[config.mk]
export PLATFORM = sky130hd
export DESIGN_NAME = lbc_core
export DESIGN_NICKNAME = d
export VERILOG_FILES = /design/src/lbc_pkg.sv /design/src/lbc_core.sv /design/src/lbc_file_mem.sv
export VERILOG_INCLUDE_DIRS = /design/src
export SDC_FILE = /design/constraint.sdc
export NUM_CORES = 1
export LEC_CHECK = 0
export BUFFER_PORTS_ARGS = -buffer_cell sky130_fd_sc_hd__buf_2
export CORE_ASPECT_RATIO = 1.4
export CORE_UTILIZATION = 50
export CTS_BUF_LIST = sky130_fd_sc_hd__clkbuf_8
export DETAILED_ROUTE_END_ITERATION = 8
export GPL_TIMING_DRIVEN = 0
export PLACE_DENSITY_LB_ADDON = 0.2
export SLEW_MARGIN = 40
export SYNTH_ARGS = -nofsm -noshare
export SYNTH_HDL_FRONTEND = slang
export SYNTH_SLANG_ARGS = --single-unit
[constraint.sdc]
create_clock -name clk -period 10.25 [get_ports clk]
set_clock_uncertainty 0.1 [all_clocks]
set_input_delay 1.025 -clock clk [delete_from_list [all_inputs] [get_ports clk]]
set_output_delay 1.025 -clock clk [all_outputs]
set_load 0.03 [all_outputs]
[src/lbc_consts.svh]
// constants for the logic, bit and call execute block
`ifndef LBC_CONSTS_SVH
`define LBC_CONSTS_SVH

// instruction word layout
`define LBC_IW_W        13
`define LBC_PC_W        10
`define LBC_DW          8
`define LBC_FA_W        6

// opcode fields
`define LBC_OP6_AND     6'h04
`define LBC_OP5_ANDI    5'h1c
`define LBC_OP4_BCLR    4'h4
`define LBC_OP4_BSET    4'h5
`define LBC_OP4_TSTZ    4'h6
`define LBC_OP4_TSTO    4'h7
`define LBC_OP3_CALL    3'h6

// field positions
`define LBC_DEST_POS    6
`define LBC_BIT_HI      8
`define LBC_BIT_LO      6
`define LBC_FA_HI       5
`define LBC_IMM_HI      7
`define LBC_TGT_HI      9

// reset values
`define LBC_PC_RST      10'h000
`define LBC_WREG_RST    8'h00
`define LBC_ZERO_RST    1'b0

// cycle figures
`define LBC_SKIP_CYC    2
`define LBC_CALL_CYC    2

`endif

[src/lbc_pkg.sv]
// types for the logic, bit and call execute block
package lbc_pkg;

  typedef enum logic [7:0] {
    lbc_op_nop  = 8'h01,
    lbc_op_and  = 8'h02,
    lbc_op_andi = 8'h04,
    lbc_op_bclr = 8'h08,
    lbc_op_bset = 8'h10,
    lbc_op_tstz = 8'h20,
    lbc_op_tsto = 8'h40,
    lbc_op_call = 8'h80
  } lbc_op_t;

  typedef struct packed {
    lbc_op_t    op;
    logic       dest_file;
    logic [2:0] bit_sel;
    logic [5:0] fadr;
    logic [7:0] imm;
    logic [9:0] target;
  } lbc_dec_t;

  typedef struct packed {
    logic       en;
    logic [5:0] addr;
    logic [7:0] data;
  } lbc_wr_t;

endpackage

[src/lbc_core.sv]
// execute stage for and, bit clear/set, bit test skip and call
`timescale 1ns/10ps
`include "lbc_consts.svh"

// Overview of operation
// - A file-operand and with destination bit 0 puts working_register and file into working_register and sets zero.
// - A file-operand and with destination bit 1 writes the result back to the file register in one cycle.
// - The immediate and combines working_register with the 8-bit constant in one cycle and sets zero.
// - The immediate and always lands in working_register and never in a file register.
// - bit_clear_in_file clears bit 0..7 of file 0..0x3f in one cycle with flags unchanged.
// - bit_set_in_file sets the chosen bit of the file in one cycle with flags unchanged.
// - test_bit_skip_if_zero skips the next instruction when the bit is zero, flags unchanged.
// - On that skip the prefetched word becomes a no-operation, so it takes 2 cycles, else 1.
// - test_bit_skip_if_one skips the next instruction when the bit is one, flags unchanged.
// - On that skip the prefetched word becomes a no-operation, so it takes 2 cycles, else 1.
// - A call first pushes the address after the call onto the return stack.
// - A call then loads its 10-bit target into program counter bits 9..0, flags unchanged.
// - A call takes exactly two cycles, the second flushing the sequential fetch.
module lbc_core #(
  parameter int STACK_DEPTH = 4,
  parameter int FILE_DEPTH  = 64
) (
  input  wire logic                      clk,
  input  wire logic                      rst_b,
  input  wire logic [`LBC_IW_W-1:0]      prog_word,
  output logic      [`LBC_PC_W-1:0]      prog_addr,
  output logic      [`LBC_DW-1:0]        working_register,
  output logic                           zero_flag,
  output logic      [`LBC_PC_W-1:0]      stack_top,
  output logic      [$clog2(STACK_DEPTH+1)-1:0] stack_level,
  output logic                           nop_cycle
);

  localparam int LW = $clog2(STACK_DEPTH + 1);
  localparam logic [LW-1:0] LVL_MAX = LW'(STACK_DEPTH);

  lbc_pkg::lbc_dec_t   dec;
  lbc_pkg::lbc_dec_t   next_dec;
  lbc_pkg::lbc_wr_t    wr;
  logic [`LBC_PC_W-1:0] pc;
  logic [`LBC_PC_W-1:0] next_pc;
  logic [`LBC_DW-1:0]   wreg;
  logic [`LBC_DW-1:0]   next_wreg;
  logic                 zero;
  logic                 next_zero;
  logic                 flush;
  logic                 next_flush;
  logic                 push;
  logic [LW-1:0]        level;
  logic [LW-1:0]        next_level;
  logic [`LBC_DW-1:0]   rdata;
  logic [`LBC_DW-1:0]   and_res;
  logic [`LBC_DW-1:0]   andi_res;
  logic [`LBC_DW-1:0]   bit_mask;
  logic                 bit_val;
  logic [`LBC_PC_W-1:0] stack      [STACK_DEPTH];
  logic [`LBC_PC_W-1:0] next_stack [STACK_DEPTH];

  // decode of the word being fetched
  always_comb begin
    next_dec           = '0;
    next_dec.op        = lbc_pkg::lbc_op_nop;
    next_dec.dest_file = prog_word[`LBC_DEST_POS];
    next_dec.bit_sel   = prog_word[`LBC_BIT_HI:`LBC_BIT_LO];
    next_dec.fadr      = prog_word[`LBC_FA_HI:0];
    next_dec.imm       = prog_word[`LBC_IMM_HI:0];
    next_dec.target    = prog_word[`LBC_TGT_HI:0];
    if (prog_word[12:7] == `LBC_OP6_AND) begin
      next_dec.op = lbc_pkg::lbc_op_and;
    end else if (prog_word[12:8] == `LBC_OP5_ANDI) begin
      next_dec.op = lbc_pkg::lbc_op_andi;
    end else if (prog_word[12:10] == `LBC_OP3_CALL) begin
      next_dec.op = lbc_pkg::lbc_op_call;
    end else if (prog_word[12:9] == `LBC_OP4_BCLR) begin
      next_dec.op = lbc_pkg::lbc_op_bclr;
    end else if (prog_word[12:9] == `LBC_OP4_BSET) begin
      next_dec.op = lbc_pkg::lbc_op_bset;
    end else if (prog_word[12:9] == `LBC_OP4_TSTZ) begin
      next_dec.op = lbc_pkg::lbc_op_tstz;
    end else if (prog_word[12:9] == `LBC_OP4_TSTO) begin
      next_dec.op = lbc_pkg::lbc_op_tsto;
    end
  end

  lbc_file_mem #(
    .DEPTH (FILE_DEPTH)
  ) u_mem (
    .clk   (clk),
    .wr    (wr),
    .raddr (next_dec.fadr),
    .rdata (rdata)
  );

  assign and_res  = wreg & rdata;
  assign andi_res = wreg & dec.imm;
  assign bit_mask = 8'h01 << dec.bit_sel;
  assign bit_val  = rdata[dec.bit_sel];

  // execute
  always_comb begin
    next_pc    = pc + 10'h001;
    next_flush = 1'b0;
    next_wreg  = wreg;
    next_zero  = zero;
    wr         = '0;
    push       = 1'b0;
    if (!flush) begin
      unique case (dec.op)
        lbc_pkg::lbc_op_nop: begin
        end
        lbc_pkg::lbc_op_and: begin
          if (dec.dest_file) begin
            wr = '{en: 1'b1, addr: dec.fadr, data: and_res};
          end else begin
            next_wreg = and_res;
          end
          next_zero = (and_res == 8'h00);
        end
        lbc_pkg::lbc_op_andi: begin
          next_wreg = andi_res;
          next_zero = (andi_res == 8'h00);
        end
        lbc_pkg::lbc_op_bclr: begin
          wr = '{en: 1'b1, addr: dec.fadr, data: rdata & ~bit_mask};
        end
        lbc_pkg::lbc_op_bset: begin
          wr = '{en: 1'b1, addr: dec.fadr, data: rdata | bit_mask};
        end
        lbc_pkg::lbc_op_tstz: begin
          next_flush = ~bit_val;
        end
        lbc_pkg::lbc_op_tsto: begin
          next_flush = bit_val;
        end
        lbc_pkg::lbc_op_call: begin
          push       = 1'b1;
          next_pc    = dec.target;
          next_flush = 1'b1;
        end
        default: begin
        end
      endcase
    end
  end

  always_ff @(posedge clk) begin
    if (!rst_b) begin
      pc    <= `LBC_PC_RST;
      wreg  <= `LBC_WREG_RST;
      zero  <= `LBC_ZERO_RST;
      flush <= 1'b0;
      dec   <= '{op: lbc_pkg::lbc_op_nop, default: '0};
    end else begin
      pc    <= next_pc;
      wreg  <= next_wreg;
      zero  <= next_zero;
      flush <= next_flush;
      dec   <= next_dec;
    end
  end

  // return stack, entry 0 is the top; oldest entry falls off when full
  genvar gi;
  generate
    for (gi = 0; gi < STACK_DEPTH; gi++) begin : g_stk
      if (gi == 0) begin : g_top
        assign next_stack[gi] = push ? pc : stack[gi];
      end else begin : g_deep
        assign next_stack[gi] = push ? stack[gi-1] : stack[gi];
      end
    end
  endgenerate

  always_comb begin
    next_level = level;
    if (push && (level != LVL_MAX)) begin
      next_level = level + LW'(1);
    end
  end

  always_ff @(posedge clk) begin
    if (!rst_b) begin
      level <= '0;
      for (int k = 0; k < STACK_DEPTH; k++) begin
        stack[k] <= `LBC_PC_RST;
      end
    end else begin
      level <= next_level;
      for (int k = 0; k < STACK_DEPTH; k++) begin
        stack[k] <= next_stack[k];
      end
    end
  end

  assign prog_addr        = pc;
  assign working_register = wreg;
  assign zero_flag        = zero;
  assign stack_top        = stack[0];
  assign stack_level      = level;
  assign nop_cycle        = flush;

  // checks
  property p_and_to_wreg;
    @(posedge clk) disable iff (!rst_b)
    (!flush && dec.op == lbc_pkg::lbc_op_and && !dec.dest_file) |=>
      (wreg == $past(and_res)) && (zero == ($past(and_res) == 8'h00));
  endproperty
  a_and_to_wreg: assert property (p_and_to_wreg)
    else $error("and to working register wrong");

  property p_and_to_file;
    @(posedge clk) disable iff (!rst_b)
    (!flush && dec.op == lbc_pkg::lbc_op_and && dec.dest_file) |->
      wr.en && (wr.addr == dec.fadr) && (wr.data == (wreg & rdata)) ##1 $stable(wreg) && !flush;
  endproperty
  a_and_to_file: assert property (p_and_to_file)
    else $error("and to file register wrong");

  property p_andi;
    @(posedge clk) disable iff (!rst_b)
    (!flush && dec.op == lbc_pkg::lbc_op_andi) |=>
      (wreg == ($past(wreg) & $past(dec.imm))) && (zero == (wreg == 8'h00));
  endproperty
  a_andi: assert property (p_andi)
    else $error("immediate and wrong");

  property p_andi_no_file;
    @(posedge clk) disable iff (!rst_b)
    (dec.op == lbc_pkg::lbc_op_andi) |-> !wr.en;
  endproperty
  a_andi_no_file: assert property (p_andi_no_file)
    else $error("immediate and wrote a file register");

  property p_bclr;
    @(posedge clk) disable iff (!rst_b)
    (!flush && dec.op == lbc_pkg::lbc_op_bclr) |->
      wr.en && !wr.data[dec.bit_sel] && ((wr.data | bit_mask) == (rdata | bit_mask))
      ##1 $stable(zero) && $stable(wreg);
  endproperty
  a_bclr: assert property (p_bclr)
    else $error("bit clear wrong");

  property p_bset;
    @(posedge clk) disable iff (!rst_b)
    (!flush && dec.op == lbc_pkg::lbc_op_bset) |->
      wr.en && wr.data[dec.bit_sel] && ((wr.data & ~bit_mask) == (rdata & ~bit_mask))
      ##1 $stable(zero) && $stable(wreg);
  endproperty
  a_bset: assert property (p_bset)
    else $error("bit set wrong");

  property p_tstz;
    @(posedge clk) disable iff (!rst_b)
    (!flush && dec.op == lbc_pkg::lbc_op_tstz) |->
      !wr.en ##1 (flush == !$past(bit_val)) && $stable(zero);
  endproperty
  a_tstz: assert property (p_tstz)
    else $error("skip if zero decision wrong");

  property p_tstz_len;
    @(posedge clk) disable iff (!rst_b)
    (!flush && dec.op == lbc_pkg::lbc_op_tstz && !bit_val) |=>
      flush && (pc == $past(pc) + 10'h001) ##1 !flush;
  endproperty
  a_tstz_len: assert property (p_tstz_len)
    else $error("skip if zero length wrong");

  property p_tsto;
    @(posedge clk) disable iff (!rst_b)
    (!flush && dec.op == lbc_pkg::lbc_op_tsto) |->
      !wr.en ##1 (flush == $past(bit_val)) && $stable(zero);
  endproperty
  a_tsto: assert property (p_tsto)
    else $error("skip if one decision wrong");

  property p_tsto_len;
    @(posedge clk) disable iff (!rst_b)
    (!flush && dec.op == lbc_pkg::lbc_op_tsto && bit_val) |=>
      flush && (pc == $past(pc) + 10'h001) ##1 !flush;
  endproperty
  a_tsto_len: assert property (p_tsto_len)
    else $error("skip if one length wrong");

  property p_call_push;
    @(posedge clk) disable iff (!rst_b)
    (!flush && dec.op == lbc_pkg::lbc_op_call) |=> (stack_top == $past(pc));
  endproperty
  a_call_push: assert property (p_call_push)
    else $error("call pushed wrong return address");

  property p_call_target;
    @(posedge clk) disable iff (!rst_b)
    (!flush && dec.op == lbc_pkg::lbc_op_call) |=>
      (pc == $past(dec.target)) && $stable(zero);
  endproperty
  a_call_target: assert property (p_call_target)
    else $error("call target wrong");

  property p_call_len;
    @(posedge clk) disable iff (!rst_b)
    (!flush && dec.op == lbc_pkg::lbc_op_call) |=>
      flush ##1 !flush && (pc == $past(pc) + 10'h001);
  endproperty
  a_call_len: assert property (p_call_len)
    else $error("call length wrong");

  property p_flush_quiet;
    @(posedge clk) disable iff (!rst_b)
    flush |-> !wr.en && !push ##1 $stable(wreg) && $stable(zero) && $stable(level);
  endproperty
  a_flush_quiet: assert property (p_flush_quiet)
    else $error("no-operation cycle changed state");

endmodule

[src/lbc_file_mem.sv]
// file register memory, write-first, registered read data
`timescale 1ns/10ps
`include "lbc_consts.svh"

module lbc_file_mem #(
  parameter int DEPTH = 64
) (
  input  wire logic                    clk,
  input  wire lbc_pkg::lbc_wr_t        wr,
  input  wire logic [`LBC_FA_W-1:0]    raddr,
  output logic      [`LBC_DW-1:0]      rdata
);

  logic [`LBC_DW-1:0] mem [DEPTH];

  always_ff @(posedge clk) begin
    if (wr.en) begin
      mem[wr.addr] <= wr.data;
    end
  end

  // a write to the address being read is forwarded
  always_ff @(posedge clk) begin
    if (wr.en && (wr.addr == raddr)) begin
      rdata <= wr.data;
    end else begin
      rdata <= mem[raddr];
    end
  end

endmodule

### After elaboration in Yosys (flattened, before gate mapping)

Memory sizes are Yosys's and may differ from the RTL's. A register that Yosys moved wholly into a read port is not among the register bits.
Cells that the tools add are included.

* add/subtract/negate cells: 2
* $lt $le $gt $ge: 1
* equality and inequality tests: 17
* shift-type cells: 1
* muxes and demuxes: 32
* bitwise gates (word level): 12
* reduce and logical (&&, ||, !) cells: 14

Operators by type and width (count)
* 10-bit two-way mux: 10
* 15-bit one-hot mux with 3 select lines: 1
* 15-bit two-way mux: 2
* 7-bit two-way mux: 4
* 8-bit bitwise AND: 3
* 4-bit by 3-bit == test with 1-bit output, second input constant: 4
* 8-bit logical NOT: 2
* 8-bit two-way mux: 2
* 8-bit one-hot mux with 2 select lines: 1
* 10-bit by 1-bit adder with 10-bit output, second input constant: 1
* 8-bit by 2-bit == test with 1-bit output, second input constant: 1
* 8-bit by 3-bit == test with 1-bit output, second input constant: 1
* 8-bit by 4-bit == test with 1-bit output, second input constant: 1
* 8-bit by 5-bit == test with 1-bit output, second input constant: 1
* 8-bit by 6-bit == test with 1-bit output, second input constant: 1
* 8-bit by 7-bit == test with 1-bit output, second input constant: 1
* 8-bit == test, second input constant: 1
* 8-bit NOT: 1
* 8-bit OR: 1
* 1-bit by 3-bit left shift with 8-bit output, first input constant: 1
* 1-bit two-way mux: 7
* 7-bit OR reduction: 1
* 6-bit by 3-bit == test with 1-bit output, second input constant: 1
* 6-bit OR reduction: 1
* other kinds (22): 29

* bits in registers: 59
* RAM bits: 552
* logic and storage cells: 98
* memories kept: 2

Memory list
* u_mem.mem: depth 64, width 8, read ports 1, clocked after Yosys merged registers in 1, wr ports 1, line lbc_file_mem.sv:14 `` logic [`LBC_DW-1:0] mem [DEPTH]; ``
* stack: depth 4, width 10, read ports 3, clocked after Yosys merged registers in 0, wr ports 4, line lbc_core.sv:56 `` logic [`LBC_PC_W-1:0] stack [STACK_DEPTH]; ``

### Depth between registers and ports, before layout

Gate-level depths: netlist of the first run.

* depth after elaboration: 8
* gate-level depth with buffers: 12

### Hierarchy

A second synthesis of the first run with hierarchy kept.

* cells, all modules: 1252
* area, all modules: 22780.6 sq um

By module, submodules not included
* lbc_file_mem: times used 1, cells an instance 938, area an instance 20126.8 sq um, sequential area each 15494.9 sq um
* lbc_core: times used 1, cells an instance 314, area an instance 2653.8 sq um, sequential area each 1021.0 sq um

### Worst setup path after synthesis of the first run

No wires, ideal clock.

* path type: register to register
* start: register (tool-made name)
* end: memory u_mem.mem[0][6] (netlist name), data pin
* setup time: 0.548 ns
* arrival: 3.730 ns
* required time: 9.602 ns
* path slack: 5.872 ns
* cell stages (with the launch flop): 10
* path buffers: 4
* cells stage by stage: dfxtp_1 > buf_4 > buf_4 > buf_2 > buf_4 > mux4_2 > a21oi_1 > a211oi_1 > o21ai_0 > a21oi_1

RTL lines (line)
* to (decl): lbc_file_mem.sv:14

==> flow_summary.json, run 1 <==
{
  "outcome": "complete, no violations",
  "setup_viol": 0,
  "num_io_pins": 48,
  "numCtsBuffers": 82,
  "syn_area_um2": 22800,
  "p_per_area_nw_per_um2": 169,
  "relSlewSlack_pct": 38.6,
  "dieArea_um2": 46500,
  "cts_sinks": 569,
  "yosysSeqAreaShare_pct": 72.5,
  "wire_per_inst_um": 31.2,
  "synth_cell_types": 71,
  "clkSlewWorstSetupHoldPaths_ns": 0.07,
  "rows": 92,
  "die_x_um": 182,
  "worst_slack_ns": 5.38,
  "htree_levels": 3,
  "synthFlopType": "edfxtp_1",
  "ir_drop_v": 0.0000844,
  "syn_area_per_cell_um2": 17.5,
  "crit_end": "u_mem.mem[11][7]",
  "ys_top_cells_by_area": "edfxtp_1 67%, mux4_2 11%, dfxtp_1 5.0%",
  "fmax_ghz": 0.205,
  "place_ws_ns": 5.25,
  "hpwl_um": 45300,
  "r2r_setup_slack_ns": 5.38,
  "r2r_cells": 13,
  "grt_max_degree": 33,
  "yosysTopAreaCell": "edfxtp_1",
  "fin_crit_sh_pct": 47.5,
  "min_path_type": "reg -> reg",
  "synth_top_area_share_pct": 67.4,
  "worstMarginPinSlew_ns": 0.915,
  "fp.dieH_um": 255,
  "cp.arrival_ns": 5.26,
  "final_cell_mix": "512 x edfxtp_1, 113 x mux4_2, 95 x nand2_1",
  "detail-route-antenna-nets": 0,
  "grt_pass1_vias": 13200,
  "fin_nets": 1470,
  "reg2reg_to": "u_mem.mem[11][7]",
  "grt_pass1_wl_um": 94300,
  "synth_edf_count": 512,
  "dp.cells": 1979,
  "clockBufferDepth": 3,
  "clk-insertion-delay-late_ns": 0.67,
  "drt_first_pass_iters": 6,
  "synth_cells": 1301,
  "maxSlewViolCount": 0,
  "root_buffer": "clkbuf_8",
  "grt_use_total_pct": 29.6,
  "criticalPathCategory": "reg -> reg",
  "cp.required_ns": 10.64,
  "layout-drive-gt1-share_pct": 26.7,
  "whs_path_depth": 2,
  "fillCellCount": 3418,
  "syn-num-nets": 1319,
  "via_count": 13300,
  "ctsResizeCount": 0,
  "setup_tns_ns": 0,
  "power.leakage_nw": 7.23,
  "cts_tree": "built",
  "core_area_um2": 45000,
  "post-route-min-period_ns": 4.87,
  "overflow": 0,
  "antenna_found_initial": 1,
  "synthArstFlopShare_pct": 0,
  "drv_cap": 0,
  "via_per_inst": 6.27,
  "yosysWarningCount": 0,
  "holdWs_ns": 0.357,
  "final_common_cell": "edfxtp_1",
  "port_buffers": 46,
  "rsz0062_at_grt": "no",
  "final_cells": 2127,
  "crit_path_end_kind": "register",
  "initial_core_util_pct": 50.6,
  "drc": 0,
  "worst_setup_path_start_kind": "register",
  "gp_congestion": 0.945,
  "drtIter0Drc": 1452,
  "cp_max_fo": 23,
  "hold_viol": 0,
  "hold_buffers": 0,
  "post-cts-setup-buffers": 0,
  "drt-total-wl_um": 66400,
  "ys_seq_elements": 569,
  "area_delta_synth_final_pct": 13.8
}
## metrics by stage
stage                     total power, mW  utilization [%]  area, um^2
final                                4.38             57.6       25900
after detailed placement             2.73             54.2       24400
after global routing                 4.50             57.6       25900
after floorplan                      2.66                -       22800
after global placement               2.73             52.9       23800
after CTS                            4.39             57.5       25900
## worst min path at each step
| stage | to | slack [ns] | from |
|---|---|---|---|
| floorplan | prog_addr[9] | 0.35 | dec[9] |
| global placement | stack[0][0] | 0.35 | stack[0][0] |
| detailed placement | stack[0][2] | 0.35 | stack[0][2] |
| CTS | register | 0.36 | prog_word[0] |
| global route | register | 0.37 | prog_word[0] |
| finish | stack[0][2] | 0.36 | stack[0][2] |
## critical path, stage by stage, from the launching register on
cell and delay [ns]:
dfxtp_1 0.37, buf_2 0.46, buf_2 0.56, buf_4 0.44, mux4_2 0.32, o22ai_1 0.10
a2111oi_1 0.57, o211ai_1 0.33, and2_1 0.26, nor2_1 0.11, a21oi_1 0.07, nor2_4 0.52
buf_16 0.24, buf_8 0.19
## synthesized netlist by cell type (3+ instances only)
cell type  number
buf_4          10
mux2_2         17
o221ai_1        4
o211a_1         9
clkinv_1        3
xnor2_1         5
clkbuf_1       33
nand4_1         4
a21o_1          3
nor3_1         15
o211ai_1        4
mux4_2        113
a21oi_1        43
a2111oi_0       3
a221oi_1        3
nor2b_1        16
nand3_1        22
buf_2          14
o2111a_1        3
and3_1          3
mux2i_1        37
nand4b_1        4
a21boi_0       12
a2bb2oi_1       4
a31oi_1         5
edfxtp_1      512
nand3b_1        6
a22o_1          6
a22oi_1        26
nor3b_1         6
inv_1           4
o31a_1          3
o22ai_1         3
o21ai_0        19
nand2b_1        7
and2_1         16
ha_1            3
buf_6           5
dfxtp_1        57
xor2_1          4
nor2_1        108
nand2_1        95
## cells by family (layout without fill, tap and decap cells)
kind of cell	after synthesis	count (layout)	synth area share [%]
AND/OR/NAND/NOR	314	314	6.50
multiplexers	168	168	13.7
XOR/XNOR	9	9	0.346
AO/OA/AOI/OAI	167	167	5.23
buffers and inverters	71	285	1.62
other	0	1	0
flip-flops	569	569	72.5
adder cells (fa/ha/maj)	3	3	0.165
## registers in the layout, summed over array words and instances, names as in the netlist, named ones only
| signal | flops |
|---|---|
| dec | 18 |
| u_mem.mem | 512 |
| nop_cycle | 1 |
| working_register | 8 |
| stack_level | 3 |
| prog_addr | 10 |
| stack | 10 |
| zero_flag | 1 |
## power by group
group | switching [mW] | internal [mW]
Clock | 0.846 | 0.842
Sequential | 0.00556 | 2.50
Combinational | 0.128 | 0.0580
Total | 0.980 | 3.40
## per-layer routing
layer	GRT usage, %	part of all wire, %	wire length [um]
met1	36.3	36	23700
met4	18.0	6.9	4560
met5	0	0	0
met3	5.58	8.8	5840
met2	49.1	49	32300
## final cells by class
| class | instances | area (um^2) | area share (%) |
|---|---|---|---|
| clock inverter | 59 | 297 | 1.14 |
| sequential | 569 | 16500 | 63.7 |
| antenna | 1 | 2.50 | 0.00965 |
| tap | 611 | 764 | 2.95 |
| timing repair buffer | 67 | 629 | 2.43 |
| clock buffer | 88 | 1210 | 4.67 |
| inverter | 8 | 30.0 | 0.116 |
| buffer | 63 | 343 | 1.32 |
| multi-input combinational | 661 | 6140 | 23.7 |
(Power assumes the default switching activity.)
==> run 2, diff against run 1 <==
clock period = 4.2 ns   (was 10.25 ns; I/O delays follow)
==> run 2 against run 1 <==
Effect of this change:
- utilization grew 1.9 points
- critical path depth shrank 2
- flip-flop and latch count is the same
- via count grew 1.7%
- clock power grew to 2.5 times the previous value
- setup slack lost 5.3 ns
- hold slack lost 0.22 ns
- first-iteration DRC count grew 0.90%
- global-route usage is essentially flat
- critical path type unchanged
- critical endpoint is now u_mem.mem[31][2]
- highest routed layer unchanged
==> flow_summary.json, run 2 (same netlist as run 1, synthesis figures left out) <==
{
  "setup_viol": 0,
  "grt_pass1_vias": 13300,
  "drt-total-wl_um": 67500,
  "layout-drive-gt1-share_pct": 29.3,
  "htree_levels": 3,
  "largest_register": "u_mem.mem",
  "final_cell_mix": "512 x edfxtp_1, 113 x mux4_2, 92 x nand2_1",
  "hpwl_um": 45600,
  "detail-route-antenna-nets": 0,
  "core_area_um2": 45000,
  "final_common_cell": "edfxtp_1",
  "cp.required_ns": 4.47,
  "reg2reg_to": "u_mem.mem[31][2]",
  "worstMarginPinSlew_ns": 0.903,
  "criticalPathCategory": "reg -> reg",
  "rsz0062_at_grt": "yes",
  "fin_crit_sh_pct": 99.0,
  "drt_first_pass_iters": 7,
  "power.leakage_nw": 7.42,
  "min_path_type": "in -> reg",
  "clockBufferDepth": 3,
  "final_cells": 2162,
  "fin_area_um2": 26800,
  "die_x_um": 182,
  "clkSlewWorstSetupHoldPaths_ns": 0.07,
  "area_delta_synth_final_pct": 17.5,
  "worst_setup_path_start_kind": "register",
  "via_per_inst": 6.27,
  "grt_use_total_pct": 29.6,
  "via_count": 13600,
  "numCtsBuffers": 82,
  "wire_per_inst_um": 31.2,
  "antenna_found_initial": 1,
  "outcome": "complete, no violations",
  "largest_register_ffs": 512,
  "hold_viol": 0,
  "r2r_cells": 11,
  "initial_core_util_pct": 50.6,
  "port_buffers": 46,
  "relSlewSlack_pct": 39.8,
  "clk-insertion-delay-late_ns": 0.65,
  "p_per_area_nw_per_um2": 404,
  "cts_tree": "built",
  "dp.cells": 1981,
  "crit_path_end_kind": "register",
  "placed_cell_area_um2": 24400,
  "fin_nets": 1504,
  "drtIter0Drc": 1465,
  "drc": 0,
  "ir_drop_v": 0.000223,
  "post-route-util_pct": 59.5,
  "num_io_pins": 48,
  "grt_pass1_wl_um": 94900,
  "root_buffer": "clkbuf_8",
  "post-route-min-period_ns": 4.16,
  "dieArea_um2": 46500,
  "rows": 92,
  "r2r_setup_slack_ns": 0.04,
  "crit_end": "u_mem.mem[31][2]",
  "cp.arrival_ns": 4.43,
  "gp_congestion": 0.934,
  "grt_max_degree": 33,
  "drv_cap": 0,
  "fp.dieH_um": 255,
  "fmax_ghz": 0.241,
  "maxSlewViolCount": 0,
  "largestRegisters": "u_mem.mem (512), dec (18)",
  "cp_max_fo": 19,
  "overflow": 0,
  "cts_sinks": 569
}
-- run 2: cell types whose count changed in the layout (fill, tap and decap cells not counted), moves of 4 or more --
| cell | before | now |
|---|---|---|
| buf_2 | 60 | 49 |
| buf_4 | 10 | 30 |
| clkbuf_4 | 0 | 4 |
| clkinv_1 | 14 | 21 |
| dlygate4sd3_1 | 0 | 15 |
| inv_1 | 37 | 31 |
| nand3_1 | 21 | 16 |
| nand3_4 | 0 | 4 |
| nor2_1 | 54 | 40 |
| nor2_2 | 51 | 3 |
| nor2_4 | 4 | 66 |
-- run 2: final cells by class --
type	count	area (um^2)
multi-input combinational	661	6600
inverter	8	30.0
antenna	1	2.50
tap	611	764
fill	3264	18200
timing repair buffer	102	936
clock buffer	87	1200
clock inverter	61	358
sequential	569	16500
buffer	62	384
-- run 2: worst max-delay path: stages, from the launching register on --
cell	delay, ns
dfxtp_1	0.32
buf_6	0.23
buf_2	0.54
mux4_2	0.61
mux2i_1	0.50
a2bb2oi_1	0.24
o2111a_1	0.28
nor2_1	0.10
o21ai_0	0.36
a21oi_4	0.18
buf_16	0.22
buf_8	0.16
-- run 2: metrics by stage --
step / TNS [ns] / hold WS, ns / power (mW) / setup WS (ns)
6_report: 0 / 0.142 / 10.8 / 0.0432
5_1_grt: -2.49 / 0.142 / 11.1 / -0.0883
4_1_cts: -16.23 / 0.124 / 10.8 / -0.278
3_5_place_dp: -227.08 / 0.354 / 6.67 / -0.717
3_3_place_gp: -1448.51 / 0.348 / 6.66 / -3.88
2_1_floorplan: 0 / 0.348 / 6.49 / 0.00660
-- run 2: where the power goes --
group          switching, mW  internal (mW)
logic                  0.323          0.158
registers             0.0136           6.09
clock network           2.07           2.16
-- run 2: worst min path at each step --
stage                  from     endpoint  slack [ns]  cells after the start
6_report              rst_b  stack[0][3]        0.14                      2
5_1_grt               rst_b  stack[0][1]        0.14                      2
4_1_cts               rst_b  stack[0][1]        0.12                      2
3_5_place_dp    stack[0][3]  stack[0][3]        0.35                      2
3_3_place_gp    stack[0][0]  stack[0][0]        0.35                      2
2_1_floorplan  prog_word[0]     register        0.35                      0
-- run 2: per-layer routing --
metal  up-vias  GRT usage (%)  wire (um)
li1       5599              -          -
met1      6990           36.1      24500
met2       762           49.2      33300
met3       209           5.53       5460
met4         0           18.1       4360
met5         -              0          0
-- run 2: timing repair --
action	4_1_cts	5_1_grt
hold buffers	15	0
hold endpoints to repair	22	0
setup endpoints to repair	778	584
buffers inserted	13	5
pin swaps	2	5
gates resized for setup	83	45
